<file path="src/rtl/mcd_pkg.sv">
// Constants, types and decode function for the instruction decoder
// Assumes a single clock; one instruction cycle is four clocks
// Overview of operation
// RULE1: Instructions are single 14-bit words holding opcode and all operands.
// RULE2: Every instruction takes one cycle except calls, returns, jumps, skips, indirect.
// RULE3: Literal call and accumulator-computed call take two cycles.
// RULE4: Return, return with literal and interrupt exit take two cycles.
// RULE5: Absolute, relative and accumulator jumps take two cycles; taken skips too.
// RULE6: Indirect access with pointer into program memory adds one cycle.
// RULE7: One instruction cycle spans four oscillator clocks.
// RULE8: File writes read the register first, modify, then store.
// RULE9: Destination bit 0 sends result to accumulator, 1 to file register.
// RULE10: File operand is 7 bits, locations 0x00 to 0x7f in bank.
// RULE11: Add, add with carry, subtract with borrow update carry, half carry, zero.
// RULE12: AND, OR, XOR with file register affect only zero.
// RULE13: Rotates update carry only; shifts update carry and zero.
// RULE14: Decrement or increment and skip on zero; flags unchanged.
// RULE15: Bit clear and set select one of eight bits; no flags.
// RULE16: Bit tests skip on clear or set; two cycles when skipping.
// RULE17: Add literal and literal minus accumulator update carry, half carry, zero.
// RULE18: Literal AND, OR, XOR affect only zero.
// RULE19: Load upper pc latch, bank select and accumulator from literals.
// RULE20: Don't-care bits are ignored whatever their value.
// RULE21: Second cycle of a jump or taken skip is a no-operation.
// RULE22: Zero flag follows whether the 8-bit result is zero.
// RULE23: Classify by two top bits, then opcode bits, then extract operands.
package mcd_pkg;
	localparam int OSC_PER_ICYC = 4;
	localparam int PH_W = 2;
	localparam logic [1:0] PH_FETCH = 2'h0;
	localparam logic [1:0] PH_READ = 2'h1;
	localparam logic [1:0] PH_CALC = 2'h2;
	localparam logic [1:0] PH_WRITE = 2'h3;
	localparam int IW = 14;
	localparam int DW = 8;
	localparam int FW = 7;
	localparam int BANKW = 6;
	localparam int UPCW = 7;
	localparam int DEST_BIT = 7;
	localparam int BIT_LSB = 7;
	localparam logic [7:0] ACC_RST = 8'h00;
	localparam logic [7:0] CTL_RETURN = 8'h08;
	localparam logic [7:0] CTL_IEXIT = 8'h09;
	localparam logic [7:0] CTL_COMPUTED_SUBROUTINE_JUMP = 8'h0a;
	localparam logic [7:0] CTL_BRW = 8'h0b;

	typedef enum logic [4:0] {
		ALU_ADD, ALU_ADDC, ALU_SUB, ALU_SUBB, ALU_LSUB, ALU_AND, ALU_OR, ALU_XOR,
		ALU_RLC, ALU_RRC, ALU_ASR, ALU_LSL, ALU_LSR, ALU_DEC, ALU_INC, ALU_BCLR,
		ALU_BSET, ALU_PASSA, ALU_PASSW, ALU_ZERO, ALU_COM, ALU_SWAP
	} mcd_alu_e;
	typedef enum logic [1:0] {SK_NONE, SK_ZERO, SK_BCLR, SK_BSET} mcd_skip_e;
	typedef enum logic [1:0] {ST_EXEC = 2'b00, ST_EXTRA = 2'b10, ST_NOP = 2'b01} mcd_state_e;
	typedef struct packed {
		mcd_alu_e op;
		logic use_file;
		logic use_lit;
		logic wr_acc;
		logic wr_file;
		logic upd_c;
		logic upd_dc;
		logic upd_z;
		mcd_skip_e skip;
		logic two_cyc;
		logic ld_bank;
		logic ld_upc;
	} mcd_dec_s;

	function automatic mcd_dec_s mcd_decode(input logic [IW-1:0] ir);
		mcd_dec_s d;
		logic bytef;
		d = '0;
		d.op = ALU_PASSA;
		d.skip = SK_NONE;
		bytef = 1'b0;
		case (ir[13:12])
			2'b00: begin
				bytef = 1'b1;
				case (ir[11:8])
					4'h0: begin
						if (ir[DEST_BIT]) begin
							d.op = ALU_PASSW;
						end else begin
							bytef = 1'b0;
							d.two_cyc = (ir[7:0] == CTL_RETURN) || (ir[7:0] == CTL_IEXIT) ||
								(ir[7:0] == CTL_COMPUTED_SUBROUTINE_JUMP) || (ir[7:0] == CTL_BRW); // see RULE3 RULE4 RULE5
						end
					end
					4'h1: begin
						d.op = ALU_ZERO;
						d.upd_z = 1'b1;
						if (!ir[DEST_BIT]) begin
							bytef = 1'b0;
							d.ld_bank = ir[6]; // see RULE19
							d.wr_acc = (ir[6:2] == 5'h00); // see RULE20
							d.upd_z = d.wr_acc;
						end
					end
					4'h2: begin d.op = ALU_SUB; d.upd_c = 1'b1; d.upd_dc = 1'b1; d.upd_z = 1'b1; end
					4'h3: begin d.op = ALU_DEC; d.upd_z = 1'b1; end
					4'h4: begin d.op = ALU_OR; d.upd_z = 1'b1; end // see RULE12
					4'h5: begin d.op = ALU_AND; d.upd_z = 1'b1; end // see RULE12
					4'h6: begin d.op = ALU_XOR; d.upd_z = 1'b1; end // see RULE12
					4'h7: begin d.op = ALU_ADD; d.upd_c = 1'b1; d.upd_dc = 1'b1; d.upd_z = 1'b1; end // see RULE11
					4'h8: begin d.op = ALU_PASSA; d.upd_z = 1'b1; end
					4'h9: begin d.op = ALU_COM; d.upd_z = 1'b1; end
					4'ha: begin d.op = ALU_INC; d.upd_z = 1'b1; end
					4'hb: begin d.op = ALU_DEC; d.skip = SK_ZERO; end // see RULE14
					4'hc: begin d.op = ALU_RRC; d.upd_c = 1'b1; end // see RULE13
					4'hd: begin d.op = ALU_RLC; d.upd_c = 1'b1; end // see RULE13
					4'he: d.op = ALU_SWAP;
					default: begin d.op = ALU_INC; d.skip = SK_ZERO; end // see RULE14
				endcase
			end
			2'b01: begin
				d.use_file = 1'b1; // see RULE15 RULE16
				case (ir[11:10])
					2'b00: begin d.op = ALU_BCLR; d.wr_file = 1'b1; end
					2'b01: begin d.op = ALU_BSET; d.wr_file = 1'b1; end
					2'b10: d.skip = SK_BCLR;
					default: d.skip = SK_BSET;
				endcase
			end
			2'b10: d.two_cyc = 1'b1; // see RULE3 RULE5
			default: begin
				case (ir[11:8])
					4'h0: begin d.use_lit = 1'b1; d.wr_acc = 1'b1; end // see RULE19
					4'h1: d.ld_upc = ir[DEST_BIT]; // see RULE19
					4'h2, 4'h3: d.two_cyc = 1'b1; // see RULE5
					4'h4: begin d.use_lit = 1'b1; d.wr_acc = 1'b1; d.two_cyc = 1'b1; end // see RULE4
					4'h5: begin bytef = 1'b1; d.op = ALU_LSL; d.upd_c = 1'b1; d.upd_z = 1'b1; end
					4'h6: begin bytef = 1'b1; d.op = ALU_LSR; d.upd_c = 1'b1; d.upd_z = 1'b1; end
					4'h7: begin bytef = 1'b1; d.op = ALU_ASR; d.upd_c = 1'b1; d.upd_z = 1'b1; end
					4'h8: d.op = ALU_OR;
					4'h9: d.op = ALU_AND;
					4'ha: d.op = ALU_XOR;
					4'hb: begin bytef = 1'b1; d.op = ALU_SUBB; end
					4'hc: d.op = ALU_LSUB;
					4'hd: begin bytef = 1'b1; d.op = ALU_ADDC; end
					4'he: d.op = ALU_ADD;
					default: d.op = ALU_PASSA;
				endcase
				if (ir[11]) begin
					d.use_lit = !bytef && (ir[11:8] != 4'hf);
					d.wr_acc = d.use_lit; // see RULE17 RULE18
					d.upd_z = d.use_lit || bytef;
					d.upd_c = (d.op == ALU_ADD) || (d.op == ALU_LSUB) || bytef; // see RULE11 RULE17
					d.upd_dc = d.upd_c;
				end
			end
		endcase
		if (bytef) begin
			d.use_file = 1'b1; // see RULE8 RULE23
			d.wr_file = ir[DEST_BIT]; // see RULE9
			d.wr_acc = !ir[DEST_BIT];
		end
		return d;
	endfunction
endpackage

</file>
<file path="src/rtl/mcd_phase.sv">
// Phase counter that splits each instruction cycle into oscillator clocks
// Assumes clk is the oscillator clock
`timescale 1ns/1ps
`default_nettype none
module mcd_phase import mcd_pkg::*; #(
	parameter int CYC = OSC_PER_ICYC
) (
	input wire logic clk,
	input wire logic rst_n,
	output logic [PH_W-1:0] phase_q
);
	always_ff @(posedge clk or negedge rst_n) begin
		if (!rst_n) begin
			phase_q <= PH_FETCH;
		end else if (phase_q == PH_W'(CYC - 1)) begin
			phase_q <= PH_FETCH; // see RULE7
		end else begin
			phase_q <= phase_q + 1'b1;
		end
	end

	a_phase_wrap: assert property (@(posedge clk) disable iff (!rst_n) // see RULE7
		phase_q == PH_WRITE |=> phase_q == PH_FETCH ##3 phase_q == PH_WRITE)
		else $error("phase does not wrap every four clocks");
endmodule
`default_nettype wire

</file>
<file path="src/rtl/mcd_alu.sv">
// Combinational operand unit for byte, bit and literal operations
// Assumes operands are stable during the write phase
`timescale 1ns/1ps
`default_nettype none
module mcd_alu import mcd_pkg::*; (
	input wire mcd_alu_e op,
	input wire logic [DW-1:0] a,
	input wire logic [DW-1:0] w,
	input wire logic cin,
	input wire logic [2:0] bsel,
	output logic [DW-1:0] res,
	output logic c_out,
	output logic dc_out,
	output logic bit_val
);
	logic [DW-1:0] x;
	logic [DW-1:0] y;
	logic ci;
	logic [DW:0] sum;
	logic [4:0] nib;

	always_comb begin
		x = a;
		y = w;
		ci = 1'b0;
		case (op)
			ALU_ADDC: ci = cin;
			ALU_SUB, ALU_LSUB: begin y = ~w; ci = 1'b1; end
			ALU_SUBB: begin y = ~w; ci = cin; end
			default: ci = 1'b0;
		endcase
		sum = {1'b0, x} + {1'b0, y} + {{DW{1'b0}}, ci};
		nib = {1'b0, x[3:0]} + {1'b0, y[3:0]} + {4'h0, ci};
	end

	always_comb begin
		res = a;
		c_out = sum[DW];
		dc_out = nib[4];
		bit_val = a[bsel];
		case (op)
			ALU_ADD, ALU_ADDC, ALU_SUB, ALU_SUBB, ALU_LSUB: res = sum[DW-1:0];
			ALU_AND: res = a & w;
			ALU_OR: res = a | w;
			ALU_XOR: res = a ^ w;
			ALU_RLC: begin res = {a[6:0], cin}; c_out = a[7]; end
			ALU_RRC: begin res = {cin, a[7:1]}; c_out = a[0]; end
			ALU_ASR: begin res = {a[7], a[7:1]}; c_out = a[0]; end
			ALU_LSL: begin res = {a[6:0], 1'b0}; c_out = a[7]; end
			ALU_LSR: begin res = {1'b0, a[7:1]}; c_out = a[0]; end
			ALU_DEC: res = a - 8'h01;
			ALU_INC: res = a + 8'h01;
			ALU_BCLR: res = a & ~(8'h01 << bsel);
			ALU_BSET: res = a | (8'h01 << bsel);
			ALU_PASSW: res = w;
			ALU_ZERO: res = 8'h00;
			ALU_COM: res = ~a;
			ALU_SWAP: res = {a[3:0], a[7:4]};
			default: res = a;
		endcase
	end
endmodule
`default_nettype wire

</file>
<file path="src/rtl/mcd_core.sv">
// Instruction decoder and sequencer for the 8-bit accumulator core
// Assumes program memory and file registers sit on the same clock
`timescale 1ns/1ps
`default_nettype none
module mcd_core import mcd_pkg::*; (
	input wire logic clk,
	input wire logic rst_n,
	input wire logic [IW-1:0] instr_word,
	input wire logic indirect_prog,
	input wire logic [DW-1:0] file_rdata,
	output logic [PH_W-1:0] phase_q,
	output logic fetch_take_q,
	output logic [FW-1:0] file_addr_q,
	output logic file_rd_q,
	output logic file_wr_q,
	output logic [DW-1:0] file_wdata_q,
	output logic [DW-1:0] working_accumulator_q,
	output logic carry_q,
	output logic half_carry_flag_q,
	output logic zero_q,
	output logic [BANKW-1:0] bank_select_reg_q,
	output logic [UPCW-1:0] upper_pc_latch_q,
	output logic nop_cycle_q
);
	logic [IW-1:0] ir_q;
	mcd_dec_s dec_q;
	logic ind_q;
	mcd_state_e state_q;
	mcd_state_e state_d;
	logic exec;
	logic [DW-1:0] alu_a;
	logic [DW-1:0] alu_res;
	logic alu_c;
	logic alu_dc;
	logic alu_bit;
	logic skip_hit;
	logic wb;

	mcd_phase u_phase (
		.clk(clk),
		.rst_n(rst_n),
		.phase_q(phase_q)
	);

	assign exec = (state_q == ST_EXEC);
	assign wb = exec && (phase_q == PH_WRITE);
	assign alu_a = dec_q.use_lit ? ir_q[DW-1:0] : file_rdata;

	mcd_alu u_alu (
		.op(dec_q.op),
		.a(alu_a),
		.w(working_accumulator_q),
		.cin(carry_q),
		.bsel(ir_q[BIT_LSB+2:BIT_LSB]),
		.res(alu_res),
		.c_out(alu_c),
		.dc_out(alu_dc),
		.bit_val(alu_bit)
	);

	always_comb begin
		case (dec_q.skip)
			SK_ZERO: skip_hit = (alu_res == 8'h00); // see RULE14
			SK_BCLR: skip_hit = !alu_bit; // see RULE16
			SK_BSET: skip_hit = alu_bit; // see RULE16
			default: skip_hit = 1'b0;
		endcase
	end

	// Word is taken whole at the start of an executing cycle
	always_ff @(posedge clk or negedge rst_n) begin
		if (!rst_n) begin
			ir_q <= '0;
			dec_q <= '0;
			ind_q <= 1'b0;
			fetch_take_q <= 1'b0;
		end else begin
			fetch_take_q <= exec && (phase_q == PH_FETCH);
			if (exec && (phase_q == PH_FETCH)) begin
				ir_q <= instr_word; // see RULE1
				dec_q <= mcd_decode(instr_word); // see RULE23
				ind_q <= indirect_prog;
			end
		end
	end

	// Read always precedes write, even for pure stores
	always_ff @(posedge clk or negedge rst_n) begin
		if (!rst_n) begin
			file_addr_q <= '0;
			file_rd_q <= 1'b0;
		end else begin
			file_rd_q <= exec && (phase_q == PH_READ) && dec_q.use_file; // see RULE8
			if (exec && (phase_q == PH_READ)) begin
				file_addr_q <= ir_q[FW-1:0]; // see RULE10
			end
		end
	end

	always_ff @(posedge clk or negedge rst_n) begin
		if (!rst_n) begin
			file_wr_q <= 1'b0;
			file_wdata_q <= '0;
		end else begin
			file_wr_q <= wb && dec_q.wr_file; // see RULE8 RULE9
			if (wb && dec_q.wr_file) begin
				file_wdata_q <= alu_res;
			end
		end
	end

	always_ff @(posedge clk or negedge rst_n) begin
		if (!rst_n) begin
			working_accumulator_q <= ACC_RST;
		end else if (wb && dec_q.wr_acc) begin
			working_accumulator_q <= dec_q.use_lit && (dec_q.op == ALU_PASSA) ?
				ir_q[DW-1:0] : alu_res; // see RULE9 RULE19
		end
	end

	// Flags only move for the classes that list them
	always_ff @(posedge clk or negedge rst_n) begin
		if (!rst_n) begin
			carry_q <= 1'b0;
			half_carry_flag_q <= 1'b0;
			zero_q <= 1'b0;
		end else if (wb) begin
			if (dec_q.upd_c) begin
				carry_q <= alu_c; // see RULE11 RULE13 RULE17
			end
			if (dec_q.upd_dc) begin
				half_carry_flag_q <= alu_dc; // see RULE11 RULE17
			end
			if (dec_q.upd_z) begin
				zero_q <= (alu_res == 8'h00); // see RULE22 RULE12 RULE18
			end
		end
	end

	always_ff @(posedge clk or negedge rst_n) begin
		if (!rst_n) begin
			bank_select_reg_q <= '0;
			upper_pc_latch_q <= '0;
		end else if (wb) begin
			if (dec_q.ld_bank) begin
				bank_select_reg_q <= ir_q[BANKW-1:0]; // see RULE19
			end
			if (dec_q.ld_upc) begin
				upper_pc_latch_q <= ir_q[UPCW-1:0]; // see RULE19
			end
		end
	end

	always_comb begin
		state_d = state_q;
		case (state_q)
			ST_EXEC: begin
				if (dec_q.two_cyc || skip_hit) begin
					state_d = ST_NOP; // see RULE2 RULE5 RULE21
				end else if (ind_q) begin
					state_d = ST_EXTRA; // see RULE6
				end else begin
					state_d = ST_EXEC;
				end
			end
			ST_NOP: state_d = ind_q ? ST_EXTRA : ST_EXEC;
			ST_EXTRA: state_d = ST_EXEC;
			default: state_d = ST_EXEC;
		endcase
	end

	// State moves only at the end of an instruction cycle
	always_ff @(posedge clk or negedge rst_n) begin
		if (!rst_n) begin
			state_q <= ST_EXEC;
			nop_cycle_q <= 1'b0;
		end else if (phase_q == PH_WRITE) begin
			state_q <= state_d;
			nop_cycle_q <= (state_d != ST_EXEC);
		end
	end

	a_rd_before_wr: assert property (@(posedge clk) disable iff (!rst_n) // see RULE8
		file_wr_q |-> $past(file_rd_q, 2))
		else $error("file write without prior read");

	a_rd_addr_field: assert property (@(posedge clk) disable iff (!rst_n) // see RULE10
		file_rd_q |-> file_addr_q == ir_q[6:0])
		else $error("read address not the operand field");

	a_dest_route: assert property (@(posedge clk) disable iff (!rst_n) // see RULE9
		wb && dec_q.use_file && ir_q[13:12] == 2'b00 && ir_q[11:8] != 4'h0 && ir_q[11:8] != 4'h1
		|=> file_wr_q == $past(ir_q[7]))
		else $error("destination bit misrouted");

	a_two_cyc_nop: assert property (@(posedge clk) disable iff (!rst_n) // see RULE3
		wb && dec_q.two_cyc |=> state_q == ST_NOP && nop_cycle_q ##4 state_q != ST_NOP)
		else $error("two-cycle instruction not followed by one idle cycle");

	a_skip_taken: assert property (@(posedge clk) disable iff (!rst_n) // see RULE16
		wb && dec_q.skip != SK_NONE && skip_hit |=> state_q == ST_NOP)
		else $error("taken skip did not idle");

	a_nop_quiet: assert property (@(posedge clk) disable iff (!rst_n) // see RULE21
		state_q == ST_NOP |-> !fetch_take_q && !file_rd_q ##1 !(phase_q == PH_FETCH && file_wr_q))
		else $error("idle cycle is not quiet");

	a_extra_cycle: assert property (@(posedge clk) disable iff (!rst_n) // see RULE6
		wb && ind_q && !dec_q.two_cyc && !skip_hit |=> state_q == ST_EXTRA ##4 state_q == ST_EXEC)
		else $error("indirect access missing extra cycle");

	a_zero_flag: assert property (@(posedge clk) disable iff (!rst_n) // see RULE22
		wb && dec_q.upd_z |=> zero_q == ($past(alu_res) == 8'h00))
		else $error("zero flag disagrees with result");

	a_logic_carry: assert property (@(posedge clk) disable iff (!rst_n) // see RULE12
		wb && (dec_q.op == ALU_AND || dec_q.op == ALU_OR || dec_q.op == ALU_XOR)
		|=> $stable(carry_q) && $stable(half_carry_flag_q))
		else $error("logic operation touched carry");

	a_one_fetch: assert property (@(posedge clk) disable iff (!rst_n) // see RULE2
		fetch_take_q |-> ##1 !fetch_take_q [*3])
		else $error("more than one fetch per cycle");

	a_fetch_phase: assert property (@(posedge clk) disable iff (!rst_n) // see RULE1
		fetch_take_q |-> phase_q == PH_READ)
		else $error("fetch strobe outside its phase");

	a_rd_phase: assert property (@(posedge clk) disable iff (!rst_n) // see RULE8
		file_rd_q |-> phase_q == PH_CALC)
		else $error("file read outside its phase");

	a_wr_phase: assert property (@(posedge clk) disable iff (!rst_n) // see RULE8
		file_wr_q |-> phase_q == PH_FETCH)
		else $error("file write outside its phase");

	a_bit_no_flags: assert property (@(posedge clk) disable iff (!rst_n) // see RULE15
		wb && (dec_q.op == ALU_BCLR || dec_q.op == ALU_BSET)
		|=> $stable(carry_q) && $stable(half_carry_flag_q) && $stable(zero_q))
		else $error("bit operation touched a flag");

	a_skip_no_flags: assert property (@(posedge clk) disable iff (!rst_n) // see RULE14
		wb && dec_q.skip != SK_NONE
		|=> $stable(carry_q) && $stable(half_carry_flag_q) && $stable(zero_q))
		else $error("skip operation touched a flag");

	a_rotate_flags: assert property (@(posedge clk) disable iff (!rst_n) // see RULE13
		wb && (dec_q.op == ALU_RLC || dec_q.op == ALU_RRC)
		|=> $stable(zero_q) && $stable(half_carry_flag_q))
		else $error("rotate touched zero or half carry");

	a_shift_dc: assert property (@(posedge clk) disable iff (!rst_n) // see RULE13
		wb && (dec_q.op == ALU_ASR || dec_q.op == ALU_LSL || dec_q.op == ALU_LSR)
		|=> $stable(half_carry_flag_q))
		else $error("shift touched half carry");

	a_lit_load: assert property (@(posedge clk) disable iff (!rst_n) // see RULE19
		wb && dec_q.use_lit && dec_q.op == ALU_PASSA |=> working_accumulator_q == $past(ir_q[DW-1:0]))
		else $error("literal not loaded into accumulator");

	a_bank_load: assert property (@(posedge clk) disable iff (!rst_n) // see RULE19
		wb && dec_q.ld_bank |=> bank_select_reg_q == $past(ir_q[BANKW-1:0]))
		else $error("bank select not loaded from literal");

	a_upc_load: assert property (@(posedge clk) disable iff (!rst_n) // see RULE19
		wb && dec_q.ld_upc |=> upper_pc_latch_q == $past(ir_q[UPCW-1:0]))
		else $error("upper pc latch not loaded from literal");

	a_file_dest_acc: assert property (@(posedge clk) disable iff (!rst_n) // see RULE9
		wb && dec_q.wr_file |=> $stable(working_accumulator_q))
		else $error("file destination changed the accumulator");

	a_acc_dest_file: assert property (@(posedge clk) disable iff (!rst_n) // see RULE9
		wb && dec_q.use_file && !dec_q.wr_file |=> !file_wr_q)
		else $error("accumulator destination wrote the file");

	a_one_cycle: assert property (@(posedge clk) disable iff (!rst_n) // see RULE2
		wb && !dec_q.two_cyc && !skip_hit && !ind_q |=> state_q == ST_EXEC)
		else $error("single-cycle instruction took longer");

	a_idle_regs: assert property (@(posedge clk) disable iff (!rst_n) // see RULE21
		state_q == ST_NOP
		|=> $stable(working_accumulator_q) && $stable(zero_q) && $stable(carry_q))
		else $error("idle cycle changed core state");

	a_zero_acc: assert property (@(posedge clk) disable iff (!rst_n) // see RULE20
		wb && dec_q.op == ALU_ZERO && dec_q.wr_acc |=> working_accumulator_q == 8'h00 && zero_q)
		else $error("accumulator clear failed");

	a_extra_quiet: assert property (@(posedge clk) disable iff (!rst_n) // see RULE6
		state_q == ST_EXTRA |-> !fetch_take_q && !file_rd_q)
		else $error("extra cycle is not quiet");

	a_wr_addr: assert property (@(posedge clk) disable iff (!rst_n) // see RULE10
		file_wr_q |-> file_addr_q == $past(ir_q[FW-1:0]))
		else $error("write address not the operand field");

	a_skip_write: assert property (@(posedge clk) disable iff (!rst_n) // see RULE14
		wb && dec_q.skip == SK_ZERO && dec_q.wr_file |=> file_wr_q)
		else $error("skip on zero lost its file write");
endmodule
`default_nettype wire

</file>
<file path="config.mk">
export PLATFORM = sky130hd
export DESIGN_NAME = mcd_core
export DESIGN_NICKNAME = d
export VERILOG_FILES = /design/src/rtl/mcd_pkg.sv /design/src/rtl/mcd_phase.sv /design/src/rtl/mcd_alu.sv /design/src/rtl/mcd_core.sv
export SDC_FILE = /design/constraint.sdc
export NUM_CORES = 1
export LEC_CHECK = 0
export BUFFER_PORTS_ARGS = -buffer_cell sky130_fd_sc_hd__buf_2
export CAP_MARGIN = 20
export CELL_PAD_IN_SITES_DETAIL_PLACEMENT = 0
export CELL_PAD_IN_SITES_GLOBAL_PLACEMENT = 2
export CORE_ASPECT_RATIO = 0.9
export CORE_MARGIN = 3
export CORE_UTILIZATION = 39
export CTS_CLUSTER_DIAMETER = 200
export CTS_CLUSTER_SIZE = 20
export DETAILED_ROUTE_END_ITERATION = 8
export PLACE_DENSITY = 0.95
export SLEW_MARGIN = 20
export SYNTH_ARGS = -nofsm -noshare
export SYNTH_HDL_FRONTEND = slang
export SYNTH_SLANG_ARGS = --single-unit
</file>
<file path="constraint.sdc">
create_clock -name clk -period 7.8 [get_ports clk]
set_input_delay 0.39 -clock clk [delete_from_list [all_inputs] [get_ports clk]]
set_output_delay 0.39 -clock clk [all_outputs]
set_load 0.02 [all_outputs]
</file>
[Word level (Yosys, flattened, before mapping)]
Index checks and enable logic that the tools add are counted.
Cells by class
  $add $sub $neg: 7
  shift operators: 1
  bitwise logic cells: 8
  equality and inequality tests: 51
  reductions and logical operators: 52
  muxes and demuxes: 57
  $lt $le $gt $ge: 1
Operator list (number)
  8-bit one-hot mux with 17 select lines: 1
  5-bit one-hot mux with 13 select lines: 1
  5-bit one-hot mux with 10 select lines: 1
  5-bit by 4-bit equality test with 1-bit output, second input constant: 8
  8-bit by 4-bit equality test with 1-bit output, second input constant: 4
  5-bit equality test, second input constant: 6
  4-bit equality test, second input constant: 7
  1-bit 2-to-1 mux: 27
  5-bit by 3-bit equality test with 1-bit output, second input constant: 5
  8-bit 2-to-1 mux: 3
  8-bit inverter: 3
  2-bit OR reduction: 9
  8-bit bitwise AND: 2
  4-bit by 3-bit equality test with 1-bit output, second input constant: 4
  8-bit bitwise OR: 2
  5-bit logical NOT: 3
  5-bit one-hot mux with 3 select lines: 1
  3-bit OR reduction: 5
  2-bit 2-to-1 mux: 7
  14-bit OR reduction: 1
  2-bit one-hot mux with 2 select lines: 3
  2-bit by 1-bit equality test with 1-bit output, second input constant: 5
  2-bit equality test, second input constant: 5
  5-bit by 2-bit equality test with 1-bit output, second input constant: 2
  other kinds (32): 62
Storage, ports and cells
  output and inout port bits: 45
  word-level logic and storage cells: 205
  bits in registers: 75
  bits of input ports: 25

[Logic depth before layout (Yosys ltp)]
  depth after elaboration: 12
  depth in mapped cells: 19
  gate-level depth less buffers: 17

[Hierarchy]
From an unflattened synthesis, not the netlist that was laid out.
Second synthesis, totals
  cells, all modules: 657
  area total of the unflattened synthesis: 5698.0 um^2
Modules (own cells, without submodules)
  mcd_core: cells each 368, instances 1, area each 3644.7 um^2, sequential area each 1826.8 um^2
  mcd_alu: cells each 285, instances 1, area each 1986.9 um^2, sequential area each 0.0 um^2
  mcd_phase: cells each 4, instances 1, area each 66.3 um^2, sequential area each 50.0 um^2

[Least setup slack after synthesis]
No wires, ideal clock.
  kind: reg2reg
  start point: register dec_q[14] in the netlist's numbering
  end point: register state_q[1]
  setup time: 0.124 ns
  clock period less this slack: 4.713 ns
  stages on the path, launching flop included: 18
  required time: 7.676 ns
  buffers on the path: 2
  slack: 3.087 ns
  arrival: 4.590 ns
  cell sequence: dfrtp_1 > buf_2 > buf_1 > nand2b_1 > nand2_1 > nand2_1 > xnor2_1 > fa_1 > fa_1 > xnor2_1 > o221ai_1 > a2111o_1 > a2111oi_4 > a21o_1 > o2111ai_1 > or4_1 > o31a_1 > o31a_1
Between the ends
  cells in the longest elaborated chain, start to end: 11
  elaborated cells between the ends (all ways): 35
  those cells by class: add/sub: 2; eq/ne: 20; mux: 6; reduce/logical: 7
RTL lines
  from (decl): RTL line mcd_core.sv:26  | mcd_dec_s dec_q;
  from (signal assigned): RTL line mcd_core.sv:81  | dec_q <= mcd_decode(instr_word);
  5-bit by 2-bit equality test with 1-bit output / 5-bit by 3-bit equality test with 1-bit output (equally long branches): RTL line mcd_alu.sv:26, mcd_alu.sv:41
  3-bit OR reduction (no line)
  8-bit 2-to-1 mux
  8-bit by 8-bit adder with 9-bit output: RTL line mcd_alu.sv:32  | sum = {1'b0, x} + {1'b0, y} + {{DW{1'b0}}, ci};
  9-bit by 1-bit adder with 9-bit output: RTL line mcd_alu.sv:32
  8-bit one-hot mux with 17 select lines (*): RTL line mcd_alu.sv:41  | case (op)
  8-bit logical NOT (*): RTL line mcd_core.sv:63  | SK_ZERO: skip_hit = (alu_res == 8'h00);
  1-bit one-hot mux with 3 select lines (*): RTL line mcd_core.sv:62  | case (dec_q.skip)
  1-bit logical OR (*): RTL line mcd_core.sv:158  | if (dec_q.two_cyc || skip_hit) begin
  2-bit 2-to-1 mux (*): RTL line mcd_core.sv:158
  2-bit one-hot mux with 2 select lines (*): RTL line mcd_core.sv:156  | case (state_q)
  to (signal assigned): RTL line mcd_core.sv:178  | state_q <= state_d;
  to (decl): RTL line mcd_core.sv:28  | mcd_state_e state_q;
Every way passes the cells marked *; elsewhere a longest branch is shown, timed or not.
A chain may end at the register's enable or synchronous reset.

[Worst setup path in the final report]
  start point: register dec_q[12] in the netlist's numbering
  end point: register state_q[1]
Same word-level chain as after synthesis.

==> key figures <==
Cells and area
  – Final Net Count: 740
  – Antenna Cells: 0
  – Layout cells sized above 1: 20.29%
  – Fin util: 45.16%
  – Layout area overhead: 12.61%
  – Filler Cell Count: 1396

Run status
  – Outcome: complete, no violations

Route
  – DR WL/cell: about 21 microns
  – Via/cell ratio: 6.199
  – Total number of vias: roughly 5.5k
  – Drt total wl: 18620 microns
  – Pre-antenna DRT Iters: 5
  – First-iteration detailed-routing DRC count: 484
  – Antenna viol nets, final: 0
  – Remaining routing DRC violations: 0

Synth
  – Number of synthesized flops with an enable pin: 0
  – Leading post-synthesis cells by cell area: dfrtp_1, mux2_2, o21ai_0
  – Yosys top cell area share: 33.17%
  – Seq cells post-synth: 75
  – Syn nets: approximately 700
  – Sequential-to-total area share from yosys stat: 33.17%
  – Ys Warns: 0
  – Synthesized area: 0.005658 sq mm
  – Post-synth ARST share: 100.0%
  – Post-synth top area cell: dfrtp_1
  – Post-Syn Area per Cell: around 8.6 sq um
  – Cells after synthesis: between 600 and 700
  – Synth cell types: 80
  – Dominant synthesized flop cell: dfrtp_1

Floorplanning
  – FP Rows: 41
  – Die width: roughly 130 microns
  – Die area: 0.01599 sq mm
  – Initial Utilization: roughly 40%
  – Top-Level Pins: 70
  – Core ar.: 0.01411 sq mm
  – Die height: roughly 120 microns

STA
  – Max Fclk: between 150 and 200 MHz
  – Setup tns final: 0 ps
  – Slew @ Worst Pin: 942.3 ps
  – RSZ-0062 raised after global routing: no
  – Post-route minimum period: about 5200 ps
  – Final hold viol count: 0
  – Final setup fails: 0
  – Final Max Tran Viols: 0
  – Max-slew headroom: ~37%
  – Period utilization: 66.77%
  – Clock skew: 7.137 ps

Clocking
  – Worst-Skew Late Latency: 330 ps
  – Clk slew on worst S/H paths: 70 ps
  – Hold bufs inserted after CTS: 0
  – Num CTS Buffers: 9
  – Clock Path Buffers: 2
  – Setup repair bufs after CTS: 0
  – Clock root cell: clkbuf_16
  – Resize count post-CTS: 0
  – Clk sinks: between 70 and 80
  – TritonCTS clock tree: yes
  – H-tree depth: 3

Worst setup path
  – CP max FO: 25
  – CP endpoint kind: flip-flop
  – CP Launch Type: flip-flop
  – Req. time, crit path: roughly 8000 ps
  – Worst R2R Setup Slack: 2590 ps
  – Crit Path Category: flip-flop to flip-flop
  – WP data arrival: 5420 ps

Power
  – Reg power frac: 28.1%
  – Sw Ratio: 48.57%
  – Internal power: 1.417 mW
  – Net Sw Power: 1.338 mW
  – Worst vdd ir: 0.2469 mV
  – Pwr per Cell Area: between 400 and 500 mW/mm^2
  – Pleak: 2.707 nW
  – Clock share of power: 15.5%
  – Comb pwr share: 56.4%

Hold path
  – Tightest Hold Check Type: input pin to async pin

Job
  – Max Cap Viol: 0

Global route
  – Largest net degree at the start of global routing: 76
  – Initial antenna violation count: 0
  – Vias in the first global route: between 5k and 6k
  – GRT Resource Usage Total: 22.93%
  – First-pass GRT wire length: 29500 microns
  – GRT Residual Overflow: 0

Placed design
  – Gpl congestion: 0.9462
  – PortBufs: 69
  – Hpwl dp: roughly 14000 microns
[path summary, 6_finish.rpt]
check | startpoint | endpoint | cells past startpoint
worst max register to register | dec_q[12] | state_q[1] | 16
worst max-delay path | dec_q[12] | state_q[1] | 16
max in group asynchronous | rst_n | dec_q[4] | 1
worst min register to register | dec_q[11] | dec_q[11] | 2
min in group clk | indirect_prog | ind_q | 3
worst min-delay path | rst_n | file_addr_q[2] | 1
[state kept, by name, indices dropped and copies added (netlist names)]
name / cells
file_wdata_q: 8
u_phase.phase_q: 2
file_rd_q: 1
zero_q: 1
state_q: 2
ir_q: 10
carry_q: 1
file_wr_q: 1
bank_select_reg_q: 6
half_carry_flag_q: 1
ind_q: 1
fetch_take_q: 1
working_accumulator_q: 8
dec_q: 17
nop_cycle_q: 1
file_addr_q: 7
upper_pc_latch_q: 7
[through the flow]
stage               total power [mW]  area, sq um  hold WS [ps]  std cells  setup slack (ps)
CTS                            2.729         6371         229.3        893              2678
global placement               2.285         6063         450.2        877              2845
global route                   2.931         6371         266.9        893              2286
detailed placement             2.287         6063         460.3        877              2711
finish                         2.754         6371         181.6        893              2592
floorplan                      1.828         5658         94.41        658              3087
[cells in the final DEF, fill, tap and decap left out, types with 10 or more instances in the layout]
| cell | instances |
|---|---|
| nor2_1 | 47 |
| dfrtp_1 | 75 |
| a21oi_1 | 44 |
| o22ai_1 | 11 |
| o21ai_0 | 59 |
| nand3_1 | 10 |
| xnor2_1 | 21 |
| nand2_1 | 73 |
| ha_1 | 17 |
| inv_1 | 19 |
| buf_2 | 68 |
| mux2_2 | 35 |
| nor3_1 | 23 |
[metal layers]
metal	vias up	routed length, microns	GRT usage, %
met5	-	0	0
met4	0	342	7.468
met3	37	1645	4.825
met2	286	8460	35.66
met1	2708	8173	31.99
li1	2505	-	-
[critical path, stage by stage (launching register included)]
cell	delay (ps)
dfrtp_1	840
nor2_1	160
nand2_1	170
nand2_1	70
nand2_1	320
xnor2_1	150
fa_1	440
fa_1	430
xnor2_1	200
o221ai_1	160
a2111o_1	370
a2111oi_4	380
a21o_1	170
o2111ai_1	100
or4_1	530
o31a_1	340
o31a_1	240
[cell families after synthesis]
kind of cell	count (synthesis)	share of synthesized area, %
flip-flops	75	33.17
XOR/XNOR	26	4.025
AO/OA/AOI/OAI	206	24.28
multiplexers	48	9.841
adder cells (fa/ha/maj)	20	4.821
AND/OR/NAND/NOR	211	18.36
buffers and inverters	72	5.506
[cell type report]
class,instances,area [sq um],area share (%)
Sequential cell,75,1877,29.46
Multi-Input combinational cell,511,3470,54.46
Clock buffer,9,225.2,3.535
Inverter,24,90.09,1.414
Tap cell,193,241.5,3.790
Clock inverter,7,82.58,1.296
Timing Repair Buffer,74,385.4,6.049
[synthesized netlist by cell type, drive strengths merged, types with 8 or more instances]
library cell / count
buf: 12
ha: 17
nor3: 23
nor2: 47
nand3: 10
mux2: 35
a21oi: 44
a21o: 9
nand2b: 9
o21ai: 62
xnor2: 21
o22ai: 11
dfrtp: 75
and2: 8
clkbuf: 36
nand2: 73
inv: 21
mux2i: 11
[power groups by stage]
stage | Clock, mW | Combinational, mW | Sequential [mW]
2_1_floorplan | 0 | 1.10 | 0.729
3_3_place_gp | 0 | 1.52 | 0.764
3_5_place_dp | 0 | 1.51 | 0.772
4_1_cts | 0.436 | 1.53 | 0.765
5_1_grt | 0.452 | 1.68 | 0.797
6_report | 0.426 | 1.55 | 0.774
Power figures use the tool's default switching activity.
